**src/design/plb_pkg.sv**
```systemverilog
// constants shared by the pin control, loopback and status block
package plb_pkg;
    localparam int PIN_W = 10;
    // register offsets
    localparam logic [7:0] ADR_CINT = 8'h12;
    localparam logic [7:0] ADR_OD   = 8'h13;
    localparam logic [7:0] ADR_PU   = 8'h14;
    localparam logic [7:0] ADR_PD   = 8'h15;
    localparam logic [7:0] ADR_LB   = 8'h16;
    // writable bits and reset values
    localparam logic [15:0] MSK_CINT = 16'h0003;
    localparam logic [15:0] MSK_OD   = 16'h0BFF;
    localparam logic [15:0] MSK_PULL = 16'h07FF;
    localparam logic [15:0] MSK_LB   = 16'h0007;
    localparam logic [15:0] RST_OD   = 16'h0080;
    localparam logic [15:0] RST_PU   = 16'h07FF;
    localparam logic [15:0] RST_ZERO = 16'h0000;
    // field positions
    localparam int OD_TX    = 11;
    localparam int LB_DATA  = 0;
    localparam int LB_RTS   = 1;
    localparam int LB_DTR   = 2;
    localparam int CINT_CUS = 0;
    localparam int CINT_BRK = 1;
    localparam int STD_OVR  = 6;
    localparam int STD_PAR  = 5;
    localparam int STD_FRM  = 4;
    localparam int STD_RI   = 3;
    localparam int STD_BRK  = 2;
    localparam int STD_DSR  = 1;
    localparam int STD_DCD  = 0;
    localparam int CST_OVR  = 3;
    localparam int CST_PAR  = 2;
    localparam int CST_FRM  = 1;
    localparam int CST_BRK  = 0;
    // packet bytes and lengths
    localparam logic [7:0] PK_REQTYPE = 8'hA1;
    localparam logic [7:0] PK_NOTIF   = 8'h20;
    localparam logic [7:0] PK_WLEN    = 8'h02;
    localparam logic [7:0] PK_ZERO    = 8'h00;
    localparam logic [3:0] STD_LAST   = 4'h9;
    localparam logic [3:0] CUS_LAST   = 4'h4;
    typedef enum logic [1:0] {
        ST_IDLE = 2'b01,
        ST_SEND = 2'b10
    } plb_fsm_type;
endpackage : plb_pkg

```
**src/design/plb_sync.sv**
```systemverilog
// two flip-flop synchroniser for pin inputs
`timescale 1ns/1ns
`default_nettype none
module plb_sync #(
    parameter int W = 1
) (
    input  wire logic         clk,
    input  wire logic         rst_n,
    input  wire logic [W-1:0] d,
    output logic      [W-1:0] q
);
    typedef struct packed {
        logic [W-1:0] s1;
        logic [W-1:0] s2;
    } plb_sync_type;

    plb_sync_type r_q;
    plb_sync_type r_d;

    // first stage feeds only the second
    always_comb begin
        r_d.s1 = d;
        r_d.s2 = r_q.s1;
    end

    // registers, cleared at reset
    always_ff @(posedge clk or negedge rst_n) begin
        if (!rst_n) begin
            r_q <= '0;
        end else begin
            r_q <= r_d;
        end
    end

    assign q = r_q.s2;
endmodule : plb_sync
`default_nettype wire

```
**src/design/plb_top.sv**
```systemverilog
// pin control registers, uart loopback and interrupt status packet builder
//
// Strobed register access was chosen for this implementation.
`timescale 1ns/1ns
`default_nettype none
module plb_top (
    input  wire logic        CLOCK,
    input  wire logic        RST_N,
    input  wire logic [7:0]  ADDR,
    input  wire logic [15:0] WDATA,
    input  wire logic        WR,
    input  wire logic        RD,
    output logic      [15:0] RDATA,
    input  wire logic        CORE_TXD,
    input  wire logic        CORE_RTS_N,
    input  wire logic        CORE_DTR_N,
    output logic             CORE_RXD,
    output logic             CORE_CTS_N,
    output logic             CORE_DSR_N,
    input  wire logic        ERR_OVERRUN,
    input  wire logic        ERR_PARITY,
    input  wire logic        ERR_FRAMING,
    input  wire logic        BREAK_STATE,
    input  wire logic        PIN_RXD,
    input  wire logic        PIN_CTS_N,
    input  wire logic        PIN_DSR_N,
    input  wire logic        PIN_DCD_N,
    input  wire logic        PIN_RI_N,
    input  wire logic [9:0]  PIN_GPIO,
    input  wire logic [9:0]  GPIO_OUT,
    input  wire logic [9:0]  GPIO_OUT_EN,
    output logic             TXD_O,
    output logic             TXD_OE,
    output logic      [9:0]  GPIO_O,
    output logic      [9:0]  GPIO_OE,
    output logic      [10:0] PULLUP_EN,
    output logic      [10:0] PULLDOWN_EN,
    input  wire logic        PKT_REQ,
    output logic             PKT_PENDING,
    output logic      [7:0]  PKT_DATA,
    output logic             PKT_VALID,
    output logic             PKT_LAST
);
    localparam int SW = plb_pkg::PIN_W + 5;
    // serial and modem pins idle high: held inverted so a cleared synchroniser
    // shows idle, and no false start bit or modem edge follows reset
    localparam logic [SW-1:0] IDLE_HI = {{plb_pkg::PIN_W{1'b0}}, 5'h1F};

    typedef struct packed {
        plb_pkg::plb_fsm_type fsm;
        logic [3:0]  idx;
        logic        cust;
        logic [15:0] s_std;
        logic [9:0]  s_gpio;
        logic [9:0]  s_chg;
        logic [7:0]  s_cst;
        logic [15:0] od;
        logic [15:0] pu;
        logic [15:0] pd;
        logic [15:0] lb;
        logic [15:0] cint;
        logic [15:0] rdata;
        logic [9:0]  prev;
        logic [9:0]  chg;
        logic [15:0] prev_std;
        logic        pend;
        logic [7:0]  pdata;
        logic        pvalid;
        logic        plast;
        logic        txd_o;
        logic        txd_oe;
        logic [9:0]  gpio_o;
        logic [9:0]  gpio_oe;
        logic        rxd;
        logic        cts_n;
        logic        dsr_n;
        logic [10:0] pd_eff;
    } plb_regs_type;

    plb_regs_type q;
    plb_regs_type d;
    logic [SW-1:0] pins;
    logic [9:0]    gpio_s;
    logic          rxd_s;
    logic          cts_s;
    logic          dsr_s;
    logic          dcd_s;
    logic          ri_s;
    logic [15:0]   std_now;
    logic [7:0]    cst_now;
    logic [9:0]    new_chg;
    logic [7:0]    pbyte;

    // every pin input passes two flops first
    plb_sync #(
        .W (SW)
    ) u_sync (
        .clk   (CLOCK),
        .rst_n (RST_N),
        .d     ({PIN_GPIO, PIN_RXD, PIN_CTS_N, PIN_DSR_N, PIN_DCD_N, PIN_RI_N} ^ IDLE_HI),
        .q     (pins)
    );
    assign {gpio_s, rxd_s, cts_s, dsr_s, dcd_s, ri_s} = pins ^ IDLE_HI;

    // live status words in both layouts
    always_comb begin
        std_now = 16'h0000;
        std_now[plb_pkg::STD_OVR] = ERR_OVERRUN;
        std_now[plb_pkg::STD_PAR] = ERR_PARITY;
        std_now[plb_pkg::STD_FRM] = ERR_FRAMING;
        std_now[plb_pkg::STD_RI]  = ~ri_s;
        std_now[plb_pkg::STD_BRK] = BREAK_STATE;
        std_now[plb_pkg::STD_DSR] = ~q.dsr_n;
        std_now[plb_pkg::STD_DCD] = ~dcd_s;
        cst_now = 8'h00;
        cst_now[plb_pkg::CST_OVR] = ERR_OVERRUN;
        cst_now[plb_pkg::CST_PAR] = ERR_PARITY;
        cst_now[plb_pkg::CST_FRM] = ERR_FRAMING;
        cst_now[plb_pkg::CST_BRK] = BREAK_STATE;
        new_chg = gpio_s ^ q.prev;
    end

    // packet byte at the current index
    always_comb begin
        pbyte = plb_pkg::PK_ZERO;
        if (q.cust) begin
            case (q.idx)
                4'h0: pbyte = q.s_gpio[7:0];
                4'h1: pbyte = {6'h00, q.s_gpio[9:8]};
                4'h2: pbyte = q.s_chg[7:0];
                4'h3: pbyte = {6'h00, q.s_chg[9:8]};
                4'h4: pbyte = q.s_cst;
                default: pbyte = plb_pkg::PK_ZERO;
            endcase
        end else begin
            case (q.idx)
                4'h0: pbyte = plb_pkg::PK_REQTYPE;
                4'h1: pbyte = plb_pkg::PK_NOTIF;
                4'h6: pbyte = plb_pkg::PK_WLEN;
                4'h8: pbyte = q.s_std[7:0];
                4'h9: pbyte = q.s_std[15:8];
                default: pbyte = plb_pkg::PK_ZERO;
            endcase
        end
    end

    // next state of registers, pins and packet engine
    always_comb begin
        d = q;
        // register writes keep reserved bits at zero
        if (WR) begin
            case (ADDR)
                plb_pkg::ADR_CINT: d.cint = WDATA & plb_pkg::MSK_CINT;
                plb_pkg::ADR_OD:   d.od   = WDATA & plb_pkg::MSK_OD;
                plb_pkg::ADR_PU:   d.pu   = WDATA & plb_pkg::MSK_PULL;
                plb_pkg::ADR_PD:   d.pd   = WDATA & plb_pkg::MSK_PULL;
                plb_pkg::ADR_LB:   d.lb   = WDATA & plb_pkg::MSK_LB;
                default: d.cint = q.cint;
            endcase
        end
        // register reads, answered next cycle
        d.rdata = 16'h0000;
        if (RD) begin
            case (ADDR)
                plb_pkg::ADR_CINT: d.rdata = q.cint;
                plb_pkg::ADR_OD:   d.rdata = q.od;
                plb_pkg::ADR_PU:   d.rdata = q.pu;
                plb_pkg::ADR_PD:   d.rdata = q.pd;
                plb_pkg::ADR_LB:   d.rdata = q.lb;
                default: d.rdata = 16'h0000;
            endcase
        end
        // transmit pin: push-pull or open-drain, released in loopback
        if (q.lb[plb_pkg::LB_DATA]) begin
            d.txd_o  = 1'b0;
            d.txd_oe = 1'b0;
        end else if (q.od[plb_pkg::OD_TX]) begin
            d.txd_o  = 1'b0;
            d.txd_oe = ~CORE_TXD;
        end else begin
            d.txd_o  = CORE_TXD;
            d.txd_oe = 1'b1;
        end
        // output pins, whatever function drives them
        d.gpio_o  = GPIO_OUT & ~q.od[9:0];
        d.gpio_oe = GPIO_OUT_EN & ~(q.od[9:0] & GPIO_OUT);
        // pull-up wins over pull-down, from the values that take effect together
        d.pd_eff = d.pd[10:0] & ~d.pu[10:0];
        // internal loopback paths
        d.rxd   = q.lb[plb_pkg::LB_DATA] ? CORE_TXD : rxd_s;
        d.cts_n = q.lb[plb_pkg::LB_RTS] ? CORE_RTS_N : cts_s;
        d.dsr_n = q.lb[plb_pkg::LB_DTR] ? CORE_DTR_N : dsr_s;
        // change flags and pending packet; a set beats the clear
        d.prev     = gpio_s;
        d.prev_std = std_now;
        if (PKT_REQ && q.fsm == plb_pkg::ST_IDLE) begin
            d.chg  = new_chg;
            d.pend = 1'b0;
        end else begin
            d.chg = q.chg | new_chg;
        end
        if ((|new_chg) || (std_now != q.prev_std)
            || (BREAK_STATE && !q.prev_std[plb_pkg::STD_BRK] && q.cint[plb_pkg::CINT_BRK])) begin
            d.pend = 1'b1;
        end
        // packet engine
        d.pvalid = 1'b0;
        d.plast  = 1'b0;
        case (q.fsm)
            plb_pkg::ST_IDLE: begin
                if (PKT_REQ) begin
                    d.fsm    = plb_pkg::ST_SEND;
                    d.idx    = 4'h0;
                    d.cust   = q.cint[plb_pkg::CINT_CUS];
                    d.s_std  = std_now;
                    d.s_gpio = gpio_s;
                    d.s_chg  = q.chg | new_chg;
                    d.s_cst  = cst_now;
                end
            end
            plb_pkg::ST_SEND: begin
                d.pvalid = 1'b1;
                d.pdata  = pbyte;
                d.plast  = q.idx == (q.cust ? plb_pkg::CUS_LAST : plb_pkg::STD_LAST);
                if (d.plast) begin
                    d.fsm = plb_pkg::ST_IDLE;
                end else begin
                    d.idx = q.idx + 4'h1;
                end
            end
            default: d.fsm = plb_pkg::ST_IDLE;
        endcase
    end

    // state register with documented reset values
    always_ff @(posedge CLOCK or negedge RST_N) begin
        if (!RST_N) begin
            q        <= '0;
            q.fsm    <= plb_pkg::ST_IDLE;
            q.od     <= plb_pkg::RST_OD;
            q.pu     <= plb_pkg::RST_PU;
            q.pd     <= plb_pkg::RST_ZERO;
            q.lb     <= plb_pkg::RST_ZERO;
            q.rxd    <= 1'b1;
            q.cts_n  <= 1'b1;
            q.dsr_n  <= 1'b1;
        end else begin
            q <= d;
        end
    end

    assign RDATA       = q.rdata;
    assign CORE_RXD    = q.rxd;
    assign CORE_CTS_N  = q.cts_n;
    assign CORE_DSR_N  = q.dsr_n;
    assign TXD_O       = q.txd_o;
    assign TXD_OE      = q.txd_oe;
    assign GPIO_O      = q.gpio_o;
    assign GPIO_OE     = q.gpio_oe;
    assign PULLUP_EN   = q.pu[10:0];
    assign PULLDOWN_EN = q.pd_eff;
    assign PKT_PENDING = q.pend;
    assign PKT_DATA    = q.pdata;
    assign PKT_VALID   = q.pvalid;
    assign PKT_LAST    = q.plast;
endmodule : plb_top
`default_nettype wire

```
**config.mk**
```make
export PLATFORM = sky130hd
export DESIGN_NAME = plb_top
export DESIGN_NICKNAME = d
export VERILOG_FILES = /design/src/design/plb_pkg.sv /design/src/design/plb_sync.sv /design/src/design/plb_top.sv
export SDC_FILE = /design/constraint.sdc
export NUM_CORES = 1
export LEC_CHECK = 0
export BUFFER_PORTS_ARGS = -buffer_cell sky130_fd_sc_hd__buf_2
export CORE_ASPECT_RATIO = 1.75
export CORE_MARGIN = 2
export CORE_UTILIZATION = 45
export DETAILED_ROUTE_END_ITERATION = 8
export HOLD_SLACK_MARGIN = 0.02
export PLACE_DENSITY = 0.69
export SLEW_MARGIN = 20
export SYNTH_ARGS = -nofsm -noshare
export SYNTH_HDL_FRONTEND = slang
export SYNTH_SLANG_ARGS = --single-unit
```
**constraint.sdc**
```tcl
create_clock -name CLOCK -period 2.06 [get_ports CLOCK]
set_clock_uncertainty 0.15 [all_clocks]
set_input_delay 0.103 -clock CLOCK [delete_from_list [all_inputs] [get_ports CLOCK]]
set_output_delay 0.103 -clock CLOCK [all_outputs]
set_load 0.02 [all_outputs]
```
== Yosys cells after proc, flatten, opt, wreduce, memory -nomap -nowiden ==
Index checks and enable logic that the tools add are counted.
Storage, ports and cells
  flip-flop bits (word level): 196
Operators by class
  add/subtract/negate cells: 1
  equal/unequal tests: 18
  mux-type cells: 25
  bitwise operators: 15
  reductions and logical operators: 16
Operators with widths (number)
  12-bit one-hot mux with 5 select lines: 1
  59-bit 2-to-1 mux: 1
  51-bit 2-to-1 mux: 1
  8-bit by 5-bit == test with 1-bit output (second input constant): 5
  8-bit one-hot mux with 5 select lines: 1
  8-bit one-hot mux with 4 select lines: 1
  10-bit AND: 3
  11-bit 2-to-1 mux: 2
  10-bit inverter: 2
  12-bit 2-to-1 mux: 1
  11-bit AND: 1
  11-bit inverter: 1
  10-bit 2-to-1 mux: 1
  2-bit 2-to-1 mux: 5
  5-bit inverter: 2
  10-bit OR: 1
  2-bit AND reduction: 5
  10-bit OR reduction: 1
  10-bit XOR: 1
  4-bit by 2-bit == test with 1-bit output (second input constant): 2
  4-bit by 3-bit == test with 1-bit output (second input constant): 2
  4-bit 2-to-1 mux: 2
  8-bit 2-to-1 mux: 1
  4-bit one-hot mux with 2 select lines: 1
  other kinds (18): 31

== Logic depth before layout (Yosys ltp) ==
  word-level depth: 6
  gate-level depth with buffers: 7
  mapped depth without buffers: 6

== By module ==
A second synthesis with hierarchy kept.
Second synthesis, totals
  cells, all modules: 657
  area total of the unflattened synthesis: 7952.6 um^2
Modules (own cells, without submodules)
  plb_top: instances 1, cells each 627, area an instance 7201.9 um^2, seq. area each 3973.8 um^2
  plb_sync: instances 1, cells each 30, area an instance 750.7 um^2, seq. area each 750.7 um^2

== Worst setup path after synthesis ==
OpenSTA, ideal clock, no wires.
  path type: flip-flop to flip-flop
  start: register q[224] (netlist name)
  end: register q, in the netlist PKT_DATA[0]
  setup time: 126 ps
  data arrival time: 1791 ps
  data required time: 1784 ps
  slack: -7 ps
  cell stages (with the launch flop): 8
  buffers on the path: 1
  path through: dfrtp_1 > inv_1 > ha_1 > clkbuf_1 > nor4_4 > nor3b_1 > and3_1 > o32a_1
Between the ends
  cells in the longest elaborated chain, start to end: 3
  elaborated cells between the ends (all ways): 10
  classes of those cells: 6 x eq/ne; 3 x mux; 1 x reduce/logical
RTL lines
  start, declared: line plb_top.sv:80  | plb_regs_type q;
  4-bit by 3-bit == test with 1-bit output, or another cell as far along: line plb_top.sv:127  | case (q.idx)
  8-bit one-hot mux with 5 select lines or 8-bit one-hot mux with 4 select lines (tied branches): line plb_top.sv:127, plb_top.sv:136
  8-bit 2-to-1 mux (*): line plb_top.sv:126  | if (q.cust) begin
Every way passes the cells marked *; elsewhere a longest branch is shown, timed or not.
A chain may end at the register's enable or synchronous reset.

== Final worst setup path ==
Ends and elaborated chain as after synthesis.

==> flow_summary.json <==
{
  "seq_power_share": 0.481,
  "use_met2": 0.346,
  "period_minus_slack_ns": 1.99,
  "grt_usage": 0.184,
  "cts_tree": "yes",
  "fmax_ghz": 0.504,
  "yosys-top-cells-area": "dfrtp_1 (55%), buf_4 (6.3%), dfstp_2 (5.3%), nand2_1 (4.9%), mux2_2 (3.6%)",
  "whs_path_depth": 4,
  "vias": 5365,
  "initial_core_util": 0.456,
  "hold_viol_final": 0,
  "finalSetupViolations": 0,
  "wl_per_cell_um": 15.7,
  "first_pass_iters": 4,
  "startpoint_type": "register",
  "maxSlewViolCount": 0,
  "r2r_end": "PKT_DATA[0]",
  "leakage_nw": 4.57,
  "drcViolationCount": 0,
  "yosys_register_bits": 188,
  "synth_top_family_by_area": "simple AND/OR/NAND/NOR gates",
  "grt_overflow_total": 0,
  "crit-reg2reg-launch": "q[224]",
  "cp-end-kind": "register",
  "synth.yosys.seq_area_share": 0.599,
  "critPathMaxFanout": 5,
  "num_rows": 64,
  "ant_nets": 0,
  "crit_required_ns": 2.21,
  "portBuffers": 136,
  "antenna_found_initial": 0,
  "insertion_delay_ns": 0.42,
  "setup_tns_ns": 0,
  "grt_use_met1": 0.205,
  "clockRootBuffer": "clkbuf_16",
  "regToRegSetupSlack_ns": 0.07,
  "yosysTopAreaCell": "dfrtp_1",
  "grt_max_degree": 55,
  "cts.sinks": 188,
  "synthXorXnorAreaFrac": 0.0189,
  "fp.dieW_um": 104,
  "vdd_drop_max_v": 0.000675,
  "holdPathEnd": "RDATA[11]",
  "cts_buffers": 17,
  "syn_avg_cell_area_sq_um": 11.7,
  "cts_max_level": 4,
  "layout.nets": 895,
  "worst_pin_slew_ns": 0.741,
  "die_h_um": 179,
  "drive_gt1_frac": 0.309,
  "finalCritPeriodShare": 0.964,
  "vias_per_cell": 5.05,
  "arrival_ns": 2.14,
  "yosysWarnings": 0,
  "core-area_sq_um": 17300,
  "ys.flop_type": "dfrtp_1",
  "wl_um": 16700,
  "grt_pass1_wl_um": 26900,
  "synth_cells": 673,
  "synth_compound_area_frac": 0.0983,
  "power_frac_comb": 0.208,
  "p_clk_frac": 0.311,
  "yosysTopAreaCellShare": 0.546,
  "ys_types": 59,
  "intPower_w": 0.00676,
  "grt_pass1_vias": 5321,
  "synth-edff-count": 0,
  "status": "finished, final reports clean",
  "cts_buffer_depth": 2,
  "hold_start": "RD",
  "synthMuxAreaShare": 0.0598,
  "grt_use_met3": 0.0273,
  "post_cts_buffers": 0,
  "grt-busiest-layer": "met2",
  "relSlewSlack": 0.501,
  "min_path_type": "input port to register",
  "path_class": "register to register",
  "gp_congestion": 0.839,
  "clk_pin_slew_ns": 0.07,
  "swShare": 0.293,
  "rsz0062_at_grt": "false",
  "p_sw_w": 0.00280,
  "dieArea_sq_um": 18600,
  "p_per_area_nw_per_um2": 993,
  "maxCapViolCount": 0,
  "syn2layout_area_growth_pct": 22.1,
  "dpl.hpwl_um": 11900,
  "yosys.area_share.simple": 0.126,
  "reg2reg_depth": 6,
  "io_pins": 145,
  "diodes": 0,
  "synthAdderAreaFrac": 0.00793,
  "drt-initial-drc-count": 301,
  "synth_area_sq_um": 7890,
  "async_flop_share": 1.00,
  "power_w": 0.00956
}
==> flip-flops by register name, indices dropped and copies added (netlist names) <==
signal,flops
CORE_DSR_N,1
TXD_OE,1
TXD_O,1
PKT_VALID,1
PULLDOWN_EN,11
PKT_DATA,8
GPIO_OE,10
q,88
PULLUP_EN,11
CORE_RXD,1
CORE_CTS_N,1
u_sync.r_d,15
u_sync.q,15
RDATA,12
PKT_PENDING,1
PKT_LAST,1
GPIO_O,10
==> worst max-delay path: stages (launching register included) <==
cell and delay (ns):
dfrtp_1 0.41, buf_4 0.16, ha_1 0.26, nor4_4 0.28
nor3b_1 0.10, and3_1 0.18, o32a_1 0.32
==> Yosys cell counts (14+ instances only) <==
cell type	number
clkbuf_1	20
dfrtp_1	172
buf_4	66
o21ai_0	28
a22oi_1	14
inv_1	24
nor2_1	20
nand3_1	15
nor2b_1	17
dfstp_2	16
mux2_2	25
nand2_1	102
==> cells by family after synthesis <==
family,count (synthesis)
buffers and inverters,117
AO/OA/AOI/OAI,110
flip-flops,188
other,1
multiplexers,39
XOR/XNOR,17
adder cells (fa/ha/maj),5
AND/OR/NAND/NOR,196
==> routing by layer <==
metal / vias to the layer above / routed length (um) / part of all wire
li1: 2516 / - / -
met1: 2675 / 6340 / 0.38
met2: 145 / 9320 / 0.56
met3: 29 / 565 / 0.034
met4: 0 / 438 / 0.026
met5: - / 0 / 0
==> stage by stage <==
| step | hold slack (ns) | instances | setup WS (ns) | utilization | area, sq um |
|---|---|---|---|---|---|
| after floorplan | -0.343 | 676 | 0.0455 | - | 7900 |
| after global placement | -0.0451 | 974 | 0.103 | 0.492 | 8520 |
| after detailed placement | -0.0459 | 974 | 0.0903 | 0.492 | 8520 |
| after CTS | 0.0234 | 1062 | 0.0800 | 0.557 | 9630 |
| after global routing | 0.0521 | 1062 | 0.00787 | 0.557 | 9630 |
| final | 0.0465 | 1062 | 0.0740 | 0.557 | 9630 |
==> layout by cell type (no fill, tap or decap), types with 8 or more instances in the layout <==
cell           count
nor2b_1           17
dfrtp_1          171
a22oi_1           14
nor3_1             8
dlygate4sd3_1     57
o21ai_0           28
a21boi_0          10
mux2_4            10
inv_1             24
a32o_1             8
mux2_2            25
clkbuf_16         17
xnor2_1           11
o22ai_1           10
buf_4             18
nand3_1           15
a21oi_1            9
nand2_1          102
dfstp_2           16
buf_2            135
nor2_1            19
==> area by class of cell <==
cell class / instances / area [sq um]
repair buffers: 217 / 1520
fillers: 1523 / 7660
well taps: 231 / 289
inverters: 24 / 90.1
clock inverters: 9 / 65.1
clock buffers: 22 / 474
multi-input cells: 371 / 2470
flip-flops and latches: 188 / 4730
==> timing repair <==
action                                 in CTS  in global routing
hold buffers                               57                  0
setup endpoints to repair                   0                  3
endpoints found under the hold margin     279                  0
gates resized for setup                     0                  2
==> power groups by stage <==
stage | registers [W] | logic (W) | clock network [W]
after global routing | 0.00466 | 0.00222 | 0.00319
after floorplan | 0.00455 | 0.00139 | 0
final | 0.00460 | 0.00199 | 0.00298
after global placement | 0.00465 | 0.00188 | 0
after CTS | 0.00460 | 0.00200 | 0.00307
after detailed placement | 0.00467 | 0.00191 | 0
==> worst max path at each step <==
| stage | startpoint | endpoint | cells past startpoint |
|---|---|---|---|
| after detailed placement | q[225] | PKT_DATA[0] | 6 |
| after floorplan | q[224] | PKT_DATA[0] | 6 |
| after CTS | q[224] | PKT_DATA[0] | 6 |
| after global routing | q[224] | PKT_DATA[0] | 6 |
| after global placement | q[224] | PKT_DATA[0] | 6 |
| final | q[224] | PKT_DATA[0] | 6 |
Note: power is estimated with default switching activity, not from simulation.
